--- config.mk ---
export PLATFORM = sky130hd
export DESIGN_NAME = pfcr_regs
export DESIGN_NICKNAME = d
export VERILOG_FILES = /design/src/include/pfcr_pkg.sv /design/src/hw/pfcr_rx_byte.sv /design/src/hw/pfcr_tx_shift.sv /design/src/hw/pfcr_regs.sv
export SDC_FILE = /design/constraint.sdc
export NUM_CORES = 1
export LEC_CHECK = 0
export BUFFER_PORTS_ARGS = -buffer_cell sky130_fd_sc_hd__buf_2
export CORE_MARGIN = 4
export CORE_UTILIZATION = 33
export CTS_CLUSTER_DIAMETER = 120
export DETAILED_ROUTE_END_ITERATION = 10
export HOLD_SLACK_MARGIN = 0.12
export PLACE_DENSITY = 0.56
export SLEW_MARGIN = 20
export SYNTH_ARGS = -nofsm -noshare
export SYNTH_HDL_FRONTEND = slang
export SYNTH_SLANG_ARGS = --single-unit
export TNS_END_PERCENT = 100
--- constraint.sdc ---
create_clock -name clk_sys -period 4.49 [get_ports clk_sys]
set_clock_uncertainty 0.05 [all_clocks]
set_input_delay 0.449 -clock clk_sys [delete_from_list [all_inputs] [get_ports clk_sys]]
set_output_delay 0.449 -clock clk_sys [all_outputs]
set_load 0.005 [all_outputs]
--- src/include/pfcr_pkg.sv ---
// Package: constants, field layout and state type of the potentiometer feature/control registers
package pfcr_pkg;

	// Feature byte field positions
	localparam int TAPER_BIT      = 0;
	localparam int VOLATILE_BIT   = 1;
	localparam int COUNT_LSB      = 2;
	localparam int POSITIONS_LSB  = 4;
	localparam int RESIST_LSB     = 6;

	// Feature byte field codes of this part
	localparam logic       TAPER_LINEAR      = 1'h1;
	localparam logic       TAPER_LOG         = 1'h0;
	localparam logic       WIPER_VOLATILE    = 1'h1;
	localparam logic       WIPER_NONVOLATILE = 1'h0;
	localparam logic [1:0] COUNT_ONE         = 2'h0;
	localparam logic [1:0] POSITIONS_256     = 2'h3;
	localparam logic [1:0] RESIST_100K       = 2'h3;
	localparam logic [7:0] FEATURE_VALUE     = 8'hF3;

	// Control byte field positions
	localparam int WSEL_LSB       = 0;
	localparam int WSEL_CMPL_LSB  = 2;
	localparam int PUMP_BIT       = 6;

	// Control byte reset and accepted values
	localparam logic [7:0] CTRL_RESET        = 8'h0C;
	localparam logic [7:0] CTRL_PUMP_OFF     = 8'h0C;
	localparam logic [7:0] CTRL_PUMP_ON      = 8'h4C;

	// Function command and handshake codes
	localparam logic [7:0] CMD_READ_REGS     = 8'hAA;
	localparam logic [7:0] CMD_WRITE_CTRL    = 8'h55;
	localparam logic [7:0] RELEASE_CODE      = 8'h96;
	localparam logic [7:0] INVALID_ECHO      = 8'hFF;
	localparam logic [15:0] ALL_ONES         = 16'hFFFF;
	localparam logic [15:0] ALL_ZEROS        = 16'h0000;

	// Function sequencer states
	typedef enum logic [2:0] {
		S_IDLE,
		S_CMD,
		S_READ,
		S_WR_VALUE,
		S_WR_RELEASE,
		S_DONE,
		S_IGNORE
	} pfcr_state_t;

	// Only two control values are accepted
	function automatic logic ctrl_is_valid(input logic [7:0] value);
		ctrl_is_valid = (value == CTRL_PUMP_OFF) || (value == CTRL_PUMP_ON);
	endfunction : ctrl_is_valid

endpackage : pfcr_pkg

--- src/hw/pfcr_rx_byte.sv ---
// Byte assembler: gathers written bit slots LSB first into bytes
`timescale 1ns/100ps
module pfcr_rx_byte #(
	parameter int WIDTH = 8
) (
	// Clock and reset
	input  wire logic             clk_sys,
	input  wire logic             rst_n,
	// Bit side
	input  wire logic             clear,
	input  wire logic             bitValid,
	input  wire logic             bitIn,
	// Byte side
	output logic                  byteDone,
	output logic [WIDTH-1:0]      byteOut
);

	localparam int CW = $clog2(WIDTH);
	localparam logic [CW-1:0] LAST = CW'(WIDTH - 1);

	logic [WIDTH-1:0] shift_reg;
	logic [CW-1:0]    count_reg;
	logic             done_reg;

	// First bit lands at the top and walks down, so the first bit ends as bit 0
	always_ff @(posedge clk_sys) begin
		if (!rst_n || clear) begin
			shift_reg <= '0;
			count_reg <= '0;
			done_reg  <= 1'b0;
		end else begin
			done_reg <= bitValid && (count_reg == LAST);
			if (bitValid) begin
				shift_reg <= {bitIn, shift_reg[WIDTH-1:1]};
				count_reg <= count_reg + CW'(1);
			end
		end
	end

	assign byteDone = done_reg;
	assign byteOut  = shift_reg;

endmodule : pfcr_rx_byte

--- src/hw/pfcr_tx_shift.sv ---
// Serialiser: presents loaded bits LSB first, then a fill level, one per read slot
`timescale 1ns/100ps
module pfcr_tx_shift #(
	parameter int WIDTH = 16
) (
	// Clock and reset
	input  wire logic             clk_sys,
	input  wire logic             rst_n,
	// Load side
	input  wire logic             load,
	input  wire logic [WIDTH-1:0] loadValue,
	input  wire logic             loadFill,
	// Slot side
	input  wire logic             shiftEn,
	output logic                  serialOut
);

	logic [WIDTH-1:0] shift_reg;
	logic             fill_reg;

	// Idle level is one, which is what a released line reads as
	always_ff @(posedge clk_sys) begin
		if (!rst_n) begin
			shift_reg <= '1;
			fill_reg  <= 1'b1;
		end else if (load) begin
			shift_reg <= loadValue;
			fill_reg  <= loadFill;
		end else if (shiftEn) begin
			shift_reg <= {fill_reg, shift_reg[WIDTH-1:1]};
		end
	end

	assign serialOut = shift_reg[0];

endmodule : pfcr_tx_shift

--- src/hw/pfcr_regs.sv ---
// Feature and control registers with their read and write function sequencer
//
// Notes on behaviour
// - Feature bit 0 gives taper: zero logarithmic, one linear.
// - Feature bit 1 gives volatility: zero kept unpowered, one lost at power-down.
// - Feature bits 3:2 give element count, codes 0 to 3 mean one to four.
// - Feature bits 5:4 give positions: 32, 64, 128 or 256.
// - Feature bits 7:6 give resistance: 5k, 10k, 50k or 100k ohm.
// - Register read returns the constant feature byte F3h.
// - Control bits 1:0 select which element's wiper later commands address.
// - Control bits 3:2 hold the ones complement of the wiper select.
// - Control bit 6 switches the charge pump, one meaning on.
// - After reset control holds pump off, select 00b, complement 11b.
// - Only control values 0Ch and 4Ch are accepted.
// - Any other control value leaves the control byte unchanged.
// - Every byte travels least significant bit first.
// - Read command returns feature byte, then control byte, then zeros.
// - Write echoes value or FFh; an accepted value commits on 96h then zeros, else ones.
`timescale 1ns/100ps
module pfcr_regs (
	// Clock and reset
	input  wire logic       clk_sys,
	input  wire logic       rst_n,
	// Function layer events from the bit-slot engine
	input  wire logic       busReset,
	input  wire logic       cmdStart,
	// Bit slots
	input  wire logic       wrSlot,
	input  wire logic       wrBit,
	input  wire logic       rdSlot,
	output logic            rdBit,
	// Register view
	output logic [7:0]      featureByte,
	output logic [7:0]      controlByte,
	output logic [1:0]      wiperSelect,
	// Analogue control
	output logic            pumpEnable
);

	pfcr_pkg::pfcr_state_t state_reg;
	pfcr_pkg::pfcr_state_t state_next;

	logic [7:0] ctrl_reg;
	logic [7:0] ctrl_next;
	logic [7:0] pend_reg;
	logic [7:0] pend_next;
	logic       pendOk_reg;
	logic       pendOk_next;

	logic       rxDone;
	logic [7:0] rxByte;
	logic       rxClear;
	logic       rxTake;
	logic       txLoad;
	logic [15:0] txValue;
	logic       txFill;
	logic       txShift;

	// Decoded events
	logic readCmd;
	logic cmdDone;
	logic valueDone;
	logic releaseDone;
	logic rxValid;
	logic commit;
	logic [7:0] echoByte;

	// Read slots since the last load, only the fill check reads it
	logic [4:0] rdCount_reg;
	logic [4:0] rdCount_next;

	// Feature byte built from its fields, no write path reaches it
	assign featureByte = {pfcr_pkg::RESIST_100K,
	                      pfcr_pkg::POSITIONS_256,
	                      pfcr_pkg::COUNT_ONE,
	                      pfcr_pkg::WIPER_VOLATILE,
	                      pfcr_pkg::TAPER_LINEAR};

	// Control view is the stored byte itself
	assign controlByte = ctrl_reg;
	assign wiperSelect = ctrl_reg[pfcr_pkg::WSEL_LSB +: 2];
	assign pumpEnable  = ctrl_reg[pfcr_pkg::PUMP_BIT];

	// Byte completions per phase
	assign cmdDone     = rxDone && (state_reg == pfcr_pkg::S_CMD);
	assign valueDone   = rxDone && (state_reg == pfcr_pkg::S_WR_VALUE);
	assign releaseDone = rxDone && (state_reg == pfcr_pkg::S_WR_RELEASE);
	assign readCmd     = (rxByte == pfcr_pkg::CMD_READ_REGS);
	assign rxValid     = pfcr_pkg::ctrl_is_valid(rxByte);
	assign commit      = releaseDone && pendOk_reg
	                     && (rxByte == pfcr_pkg::RELEASE_CODE);
	assign echoByte    = rxValid ? rxByte : pfcr_pkg::INVALID_ECHO;

	// Write slots only matter while a byte is expected from the master
	assign rxTake  = wrSlot && ((state_reg == pfcr_pkg::S_CMD)
	                 || (state_reg == pfcr_pkg::S_WR_VALUE)
	                 || (state_reg == pfcr_pkg::S_WR_RELEASE));
	assign rxClear = busReset || cmdStart;
	assign txShift = rdSlot;

	// Serialiser loads: idle ones, register pair, echo, completion level
	assign txLoad  = rxClear || cmdDone || valueDone || releaseDone;
	assign txValue = busReset || cmdStart ? pfcr_pkg::ALL_ONES
	               : (cmdDone && readCmd)
	                 ? {ctrl_reg, featureByte}
	               : valueDone ? {pfcr_pkg::INVALID_ECHO, echoByte}
	               : commit ? pfcr_pkg::ALL_ZEROS
	               : pfcr_pkg::ALL_ONES;
	// Register pair and commit run out into zeros; echo, refusal and idle into ones
	assign txFill  = !((cmdDone && readCmd) || commit);

	// Bytes in, LSB first
	pfcr_rx_byte #(
		.WIDTH     (8)
	) u_rx (
		.clk_sys   (clk_sys),
		.rst_n     (rst_n),
		.clear     (rxClear),
		.bitValid  (rxTake),
		.bitIn     (wrBit),
		.byteDone  (rxDone),
		.byteOut   (rxByte)
	);

	// Bits out, LSB first
	pfcr_tx_shift #(
		.WIDTH     (16)
	) u_tx (
		.clk_sys   (clk_sys),
		.rst_n     (rst_n),
		.load      (txLoad),
		.loadValue (txValue),
		.loadFill  (txFill),
		.shiftEn   (txShift),
		.serialOut (rdBit)
	);

	// Sequencer next state; a bus reset ends any function at once
	always_comb begin
		state_next  = state_reg;
		ctrl_next   = ctrl_reg;
		pend_next   = pend_reg;
		pendOk_next = pendOk_reg;
		if (busReset) begin
			state_next = pfcr_pkg::S_IDLE;
		end else if (cmdStart) begin
			state_next = pfcr_pkg::S_CMD;
		end else begin
			unique case (state_reg)
				pfcr_pkg::S_IDLE: begin
					state_next = pfcr_pkg::S_IDLE;
				end
				pfcr_pkg::S_CMD: begin
					if (rxDone) begin
						if (readCmd)
							state_next = pfcr_pkg::S_READ;
						else if (rxByte == pfcr_pkg::CMD_WRITE_CTRL)
							state_next = pfcr_pkg::S_WR_VALUE;
						else
							state_next = pfcr_pkg::S_IGNORE;
					end
				end
				pfcr_pkg::S_READ: begin
					state_next = pfcr_pkg::S_READ;
				end
				pfcr_pkg::S_WR_VALUE: begin
					// Hold the candidate until the release code arrives
					if (rxDone) begin
						pend_next   = rxByte;
						pendOk_next = rxValid;
						state_next  = pfcr_pkg::S_WR_RELEASE;
					end
				end
				pfcr_pkg::S_WR_RELEASE: begin
					if (rxDone) begin
						if (commit)
							ctrl_next = pend_reg;
						state_next = pfcr_pkg::S_DONE;
					end
				end
				pfcr_pkg::S_DONE: begin
					state_next = pfcr_pkg::S_DONE;
				end
				pfcr_pkg::S_IGNORE: begin
					state_next = pfcr_pkg::S_IGNORE;
				end
				// The unused eighth code of the state falls back to idle
				default: begin
					state_next = pfcr_pkg::S_IDLE;
				end
			endcase
		end
	end

	// State registers; control resets to pump off, wiper select 00b
	always_ff @(posedge clk_sys) begin
		if (!rst_n) begin
			state_reg  <= pfcr_pkg::S_IDLE;
			ctrl_reg   <= pfcr_pkg::CTRL_RESET;
			pend_reg   <= pfcr_pkg::CTRL_RESET;
			pendOk_reg <= 1'b0;
		end else begin
			state_reg  <= state_next;
			ctrl_reg   <= ctrl_next;
			pend_reg   <= pend_next;
			pendOk_reg <= pendOk_next;
		end
	end

	// Saturates, so a long run of read slots cannot wrap back below the limit
	localparam logic [4:0] READ_SLOTS = 5'h10;
	assign rdCount_next = (rdSlot && (rdCount_reg != 5'h1F))
	                      ? rdCount_reg + 5'h01 : rdCount_reg;

	// A load restarts the count, as it restarts the serialiser
	always_ff @(posedge clk_sys) begin
		if (!rst_n || txLoad) begin
			rdCount_reg <= 5'h00;
		end else begin
			rdCount_reg <= rdCount_next;
		end
	end
endmodule : pfcr_regs

=== Yosys cells after proc, flatten, opt, wreduce, memory -nomap -nowiden ===
Cells that the tools add are included.

* Add/subtract/negate cells: 1
* Eq/ne operators: 18
* Mux-type cells: 14
* Bitwise logic cells: 3
* Reduce and logical (&&, ||, !) cells: 26

{| class="wikitable"
|+ Operator list
! cell !! count
|-
| 2-to-1 mux 16 bit || 6
|-
| case mux 3 bit (6 select lines) || 1
|-
| equality test 8 x 7 -> 1 bit, second input constant || 2
|-
| equality test 8 bit, second input constant || 2
|-
| 2-to-1 mux 3 bit || 5
|-
| equality test 3 bit, second input constant || 4
|-
| logical OR 1 bit || 9
|-
| != test 3 x 2 -> 1 bit, second input constant || 3
|-
| equality test 8 x 4 -> 1 bit, second input constant || 1
|-
| logical AND 1 bit || 8
|-
| 2-to-1 mux 8 bit || 1
|-
| equality test 3 x 2 -> 1 bit, second input constant || 2
|-
| != test 2 x 1 -> 1 bit, second input constant || 3
|-
| AND reduction 3 bit || 2
|-
| AND reduction 5 bit || 1
|-
| AND reduction 4 bit || 1
|-
| adder 3 x 1 -> 3 bit, second input constant || 1
|-
| equality test 3 x 1 -> 1 bit, second input constant || 1
|-
| NOT 1 bit || 3
|-
| OR reduction 3 bit || 1
|-
| zero test 1 bit || 2
|-
| nonzero test 2 bit || 1
|-
| OR reduction 2 bit || 1
|-
| 2-to-1 mux 1 bit || 1
|}

* Register bits after elaboration: 49
* Input port bits: 7
* Output and inout port bits: 20
* Word-level logic and storage cells: 72

=== Longest topological paths before layout ===
* Word-level depth: 9
* Depth in mapped cells: 6
* Mapped depth without buffers: 4

=== Hierarchy ===
From an unflattened synthesis, not the netlist that was laid out.

* Cells, all modules: 284
* Area total of the unflattened synthesis: 2612.5 µm²

{| class="wikitable"
|+ By module, submodules not included
! module !! times used !! cells an instance !! area an instance (µm²) !! sequential area each (µm²)
|-
| pfcr_regs || 1 || 169 || 1316.3 || 400.4
|-
| pfcr_tx_shift || 1 || 74 || 850.8 || 340.3
|-
| pfcr_rx_byte || 1 || 41 || 445.4 || 240.2
|}

=== Worst setup path after synthesis ===
No wires, ideal clock.

* Path kind: register to register
* Start point: register u_rx.shift_reg[0] (netlist: u_rx.byteOut[0])
* End point: register u_tx.shift_reg[6]
* Library setup time: 0.129 ns
* Arrival time: 1.564 ns
* Data required time: 4.311 ns
* Slack: 2.748 ns
* Stages on the path, launching flop included: 5
* Path buffers: 0
* Clock period less this slack: 1.742 ns
* Cells stage by stage: dfxtp_1 or3_1 or4_4 a211oi_4 o211ai_2

* Cells in the longest elaborated chain, start to end: 7
* Elaborated cells between the ends (all ways): 13
* Classes of those cells: 4 x eq/ne; 6 x mux; 3 x reduce/logical

{| class="wikitable"
|+ Ends and longest elaborated chain
! what !! RTL line !! source
|-
| start: declaration || pfcr_rx_byte.sv:21 || <nowiki>logic [WIDTH-1:0] shift_reg;</nowiki>
|-
| start signal: assignment || pfcr_rx_byte.sv:34 || <nowiki>shift_reg <= {bitIn, shift_reg[WIDTH-1:1]};</nowiki>
|-
| equality test 8 bit (tied with other cells) || pfcr_regs.sv:91 || <nowiki>&& (rxByte == pfcr_pkg::RELEASE_CODE);</nowiki>
|-
| logical AND 1 bit or logical OR 1 bit (tied branches) || pfcr_regs.sv:91, pfcr_pkg.sv:52 ||
|-
| 2-to-1 mux 16 bit or 2-to-1 mux 8 bit (tied branches) || pfcr_regs.sv:107, pfcr_regs.sv:92 ||
|-
| 2-to-1 mux 16 bit || pfcr_regs.sv:106 || <nowiki>: valueDone ? {pfcr_pkg::INVALID_ECHO, echoByte}</nowiki>
|-
| 2-to-1 mux 16 bit (*) || pfcr_regs.sv:105 || <nowiki>? {ctrl_reg, featureByte}</nowiki>
|-
| 2-to-1 mux 16 bit (*) || pfcr_regs.sv:103 || <nowiki>assign txValue = busReset || cmdStart ? pfcr_pkg::ALL_ONES</nowiki>
|-
| 2-to-1 mux 16 bit (*) || pfcr_tx_shift.sv:26 || <nowiki>end else if (load) begin</nowiki>
|-
| end signal: assignment || pfcr_tx_shift.sv:27 || <nowiki>shift_reg <= loadValue;</nowiki>
|-
| end signal: assignment || pfcr_tx_shift.sv:30 || <nowiki>shift_reg <= {fill_reg, shift_reg[WIDTH-1:1]};</nowiki>
|-
| end: declaration || pfcr_tx_shift.sv:18 || <nowiki>logic [WIDTH-1:0] shift_reg;</nowiki>
|}

Mark *: on every way between the ends. The rest lies on a longest branch, timed or not.
A chain may end at the register's enable or synchronous reset.

=== Worst setup path after layout ===
* Start point: input cmdStart
* End point: register u_tx.shift_reg[12]

* Cells in the longest elaborated chain, start to end: 5
* Elaborated cells between the ends (all ways): 7
* Classes of those cells: 2 x mux; 5 x reduce/logical

{| class="wikitable"
|+ Ends and longest elaborated chain
! what !! RTL line !! source
|-
| start: declaration || pfcr_regs.sv:26 || <nowiki>input wire logic cmdStart,</nowiki>
|-
| logical OR 1 bit (*) || pfcr_regs.sv:98, pfcr_regs.sv:103 ||
|-
| logical OR 1 bit (3 in a row) || pfcr_regs.sv:102 || <nowiki>assign txLoad = rxClear || cmdDone || valueDone || releaseDone;</nowiki>
|-
| 2-to-1 mux 16 bit or nonzero test 2 bit (tied branches) || -- ||
|}

Marks and branches as above.

==> summary.txt <==
Global route
  – Total grt overflow: 0
  – Largest net degree at the start of global routing: 33
  – Initial antenna violation count: 0
  – Vias in the first global route: 1,747
  – First-pass GRT wire length: 8360 um
  – Tot GR Track Use: 11.9%

STA
  – Post-route clock period utilization: between 40% and 50%
  – Worst setup margin: 2.28 ns
  – Worst Tran Pin Value: 0.874 ns
  – Min cycle time layout: 2.21 ns
  – Setup TNS: 0 ns
  – Rel. slew slack: approximately 41%
  – RSZ-0062 raised after global routing: no
  – # setup viols final: 0
  – Final Hold Fails: 0
  – Slew Limit Fails: 0
  – Max Fclk: 453 MHz

Cells and area
  – P&R area growth vs syn: 8.57%
  – Nets: 280
  – Antenna fix cells: 0
  – Final core utilization: approximately 37%
  – Design Area, Final: around 2600 um^2
  – Layout cell share with drive strength beyond 1: between 10% and 20%
  – Max FFs per register: 16

Drt
  – DRC Markers: 0
  – Via/cell ratio: 4.95
  – DR top layer: met4
  – Via Count: ~1,800
  – 1st-pass router iterations: 4
  – WL met2: 2240 um
  – WL/cell: 13.0 um
  – Met3 WL: 140 um
  – Total Routed Length: 4770 um
  – Wire length on met1: 2320 um
  – Initial DRC Count: 75
  – Routed Antenna Nets: 0

Floorplanning
  – Width of the chip: 92.4 um
  – Initial Utilization: 34.2%
  – Core area: 6870 um^2
  – Die Area: 8540 um^2
  – Die Y: 92.4 um
  – # IOs: 27
  – Num rows: 30

Clocking
  – CTS tree: done
  – # resized after CTS: 0
  – Worst-case clock buffer depth: 2
  – Setup Buffers After CTS: 0
  – Cts hold-fix bufs: 0
  – Root Buffer: clkbuf_8
  – Clock latency on the worst-skew pair: 0.30 ns
  – Clock slew at reported path FFs: 0.09 ns
  – Htree depth: 2
  – Num Clock Sinks: 49
  – CTS buffer count: 5

Worst setup path
  – Reg2reg end: u_tx.shift_reg[12]
  – Register-to-register setup slack: 2.45 ns
  – CP required: 4.62 ns
  – Setup CP Type: in -> reg
  – Critical Path Sink Type: flip-flop
  – WP data arrival: 2.34 ns
  – Worst setup SP type: input pin
  – Critical R2R Launch: state_reg[0]
  – Worst-path maximum fanout: 14
  – CP peak stage delay: 0.67 ns
  – Worst Setup SP: cmdStart
  – Worst path slowest cell: nor2_1
  – Worst-case reg-to-reg path depth: 4
  – CP Cell Sequence: buf_2 -> nor2_1 -> nand2_1 -> a211oi_2 -> a21oi_1

Status
  – Status: completed

Hold path
  – Hold path start: wrBit
  – End of the worst hold path: u_rx.byteOut[7]
  – Worst Hold Class: in -> reg
  – Hold Crit Depth: 3

Placement
  – Post-DP HPWL: 3380 um
  – Final GP Congestion: approximately 0.75
  – Post-Place Setup Slack: 1.96 ns
  – Area of placed instances: 2440 um^2
  – PortBufs: 18

Pwr
  – Max VDD drop: about 0.18 mV
  – Leak: 0.918 nW
  – PwrDens: ~310 nW/um^2

Synthesis
  – Synth Register Bits: 49
  – Syn. warnings: 0
  – Most used DFF post-synth: dfxtp_1
  – Mean area per synthesized cell: 8.84 um^2
  – Fraction of the yosys area taken by sequential cells: a little over two fifths
  – Synth async-reset ratio: 0%
  – Number of flops mapped to enable cells by yosys: 0
  – Synth unique cells: just over 40
  – Synth Cell Area: 2350 um^2
  – Post-Syn Instances: 266

Flow run
  – Max_cap viols: 0
[Yosys cell counts (2+ instances only)]
library cell	count	area share [%]
conb_1	2	0.32
nand2_1	23	3.7
ha_1	2	1.1
clkbuf_1	6	0.96
nor2_1	16	2.6
nor3_1	2	0.43
and3_1	2	0.53
buf_2	10	2.1
nor4bb_1	3	1.3
and3b_1	3	1.1
nand4_1	2	0.53
nand3_1	22	4.7
nor2b_1	19	5.1
and4bb_2	2	1.1
inv_1	2	0.32
buf_4	11	3.5
a21oi_1	11	2.3
mux2i_1	11	4.7
a21boi_1	12	3.8
nand4bb_1	2	0.96
o21ai_1	19	4.0
dfxtp_1	49	42
a211oi_1	17	5.4
[per-layer routing]
metal / GRT usage [%] / vias to the layer above
met3: 2.44 / 7
met4: 3.71 / 0
met5: 0 / -
met2: 19.3 / 18
li1: - / 942
met1: 15.8 / 855
[kinds of logic (layout without fill, tap and decap cells)]
logic type	count (synthesis)	in the layout	synth area share, %
buffers and inverters	30	30	7.08
flip-flops	49	49	41.7
AND/OR/NAND/NOR	103	103	25.4
XOR/XNOR	1	1	0.373
other	2	8	0.319
multiplexers	11	11	4.68
AO/OA/AOI/OAI	68	68	19.4
adder cells (fa/ha/maj)	2	2	1.06
[cells in the final DEF (no fill, tap or decap), types with 2 or more instances in the layout]
| master | count |
|---|---|
| and3b_1 | 3 |
| conb_1 | 8 |
| a21oi_1 | 11 |
| nor3_1 | 2 |
| ha_1 | 2 |
| nand3_1 | 22 |
| a211oi_1 | 17 |
| nand2_1 | 23 |
| and4bb_2 | 2 |
| mux2i_1 | 11 |
| nor4bb_1 | 3 |
| buf_2 | 18 |
| clkbuf_8 | 6 |
| dfxtp_1 | 49 |
| inv_1 | 2 |
| nor2b_1 | 19 |
| nand4_1 | 2 |
| a21boi_1 | 12 |
| nand4bb_1 | 2 |
| nor2_1 | 16 |
| o21ai_1 | 19 |
| and3_1 | 2 |
[worst max-delay path: cells and delay by family]
family	cells	cell delay [ns]
buffers and inverters	1	0.11
AO/OA/AOI/OAI	2	0.68
AND/OR/NAND/NOR	2	1.09
[worst max path at each step]
stage               slack [ns]                  to  cells after the start
floorplan                 2.75   u_tx.shift_reg[6]                      4
global placement          2.02  u_tx.shift_reg[12]                      5
detailed placement        1.96  u_tx.shift_reg[10]                      5
CTS                       2.28  u_tx.shift_reg[10]                      5
global route              2.11   u_tx.shift_reg[8]                      5
finish                    2.28  u_tx.shift_reg[12]                      5
[metrics by stage]
step / cells / total power (W) / hold WS, ns
after detailed placement: 360 / 0.000484 / 0.398
after global routing: 368 / 0.000829 / 0.384
final: 368 / 0.000798 / 0.330
after CTS: 368 / 0.000809 / 0.323
after floorplan: 272 / 0.000482 / 0.385
after global placement: 360 / 0.000484 / 0.393
[area by class of cell]
| type | instances | area [um^2] |
|---|---|---|
| inverters | 3 | 11.3 |
| clock inverters | 1 | 30.0 |
| well taps | 96 | 120 |
| clock buffers | 7 | 86.3 |
| multi-input cells | 193 | 1230 |
| flip-flops and latches | 49 | 981 |
| fillers | 701 | 4320 |
| repair buffers | 19 | 97.6 |
[power by group]
group | leakage, nW | switching [W] | total, W | internal (W)
Combinational | 0.463 | 0.0000218 | 0.0000341 | 0.0000123
Clock | 0.0585 | 0.000143 | 0.000324 | 0.000182
Sequential | 0.396 | 0.00000251 | 0.000440 | 0.000437
Total | 0.918 | 0.000167 | 0.000798 | 0.000631
Power figures use the tool's default switching activity.
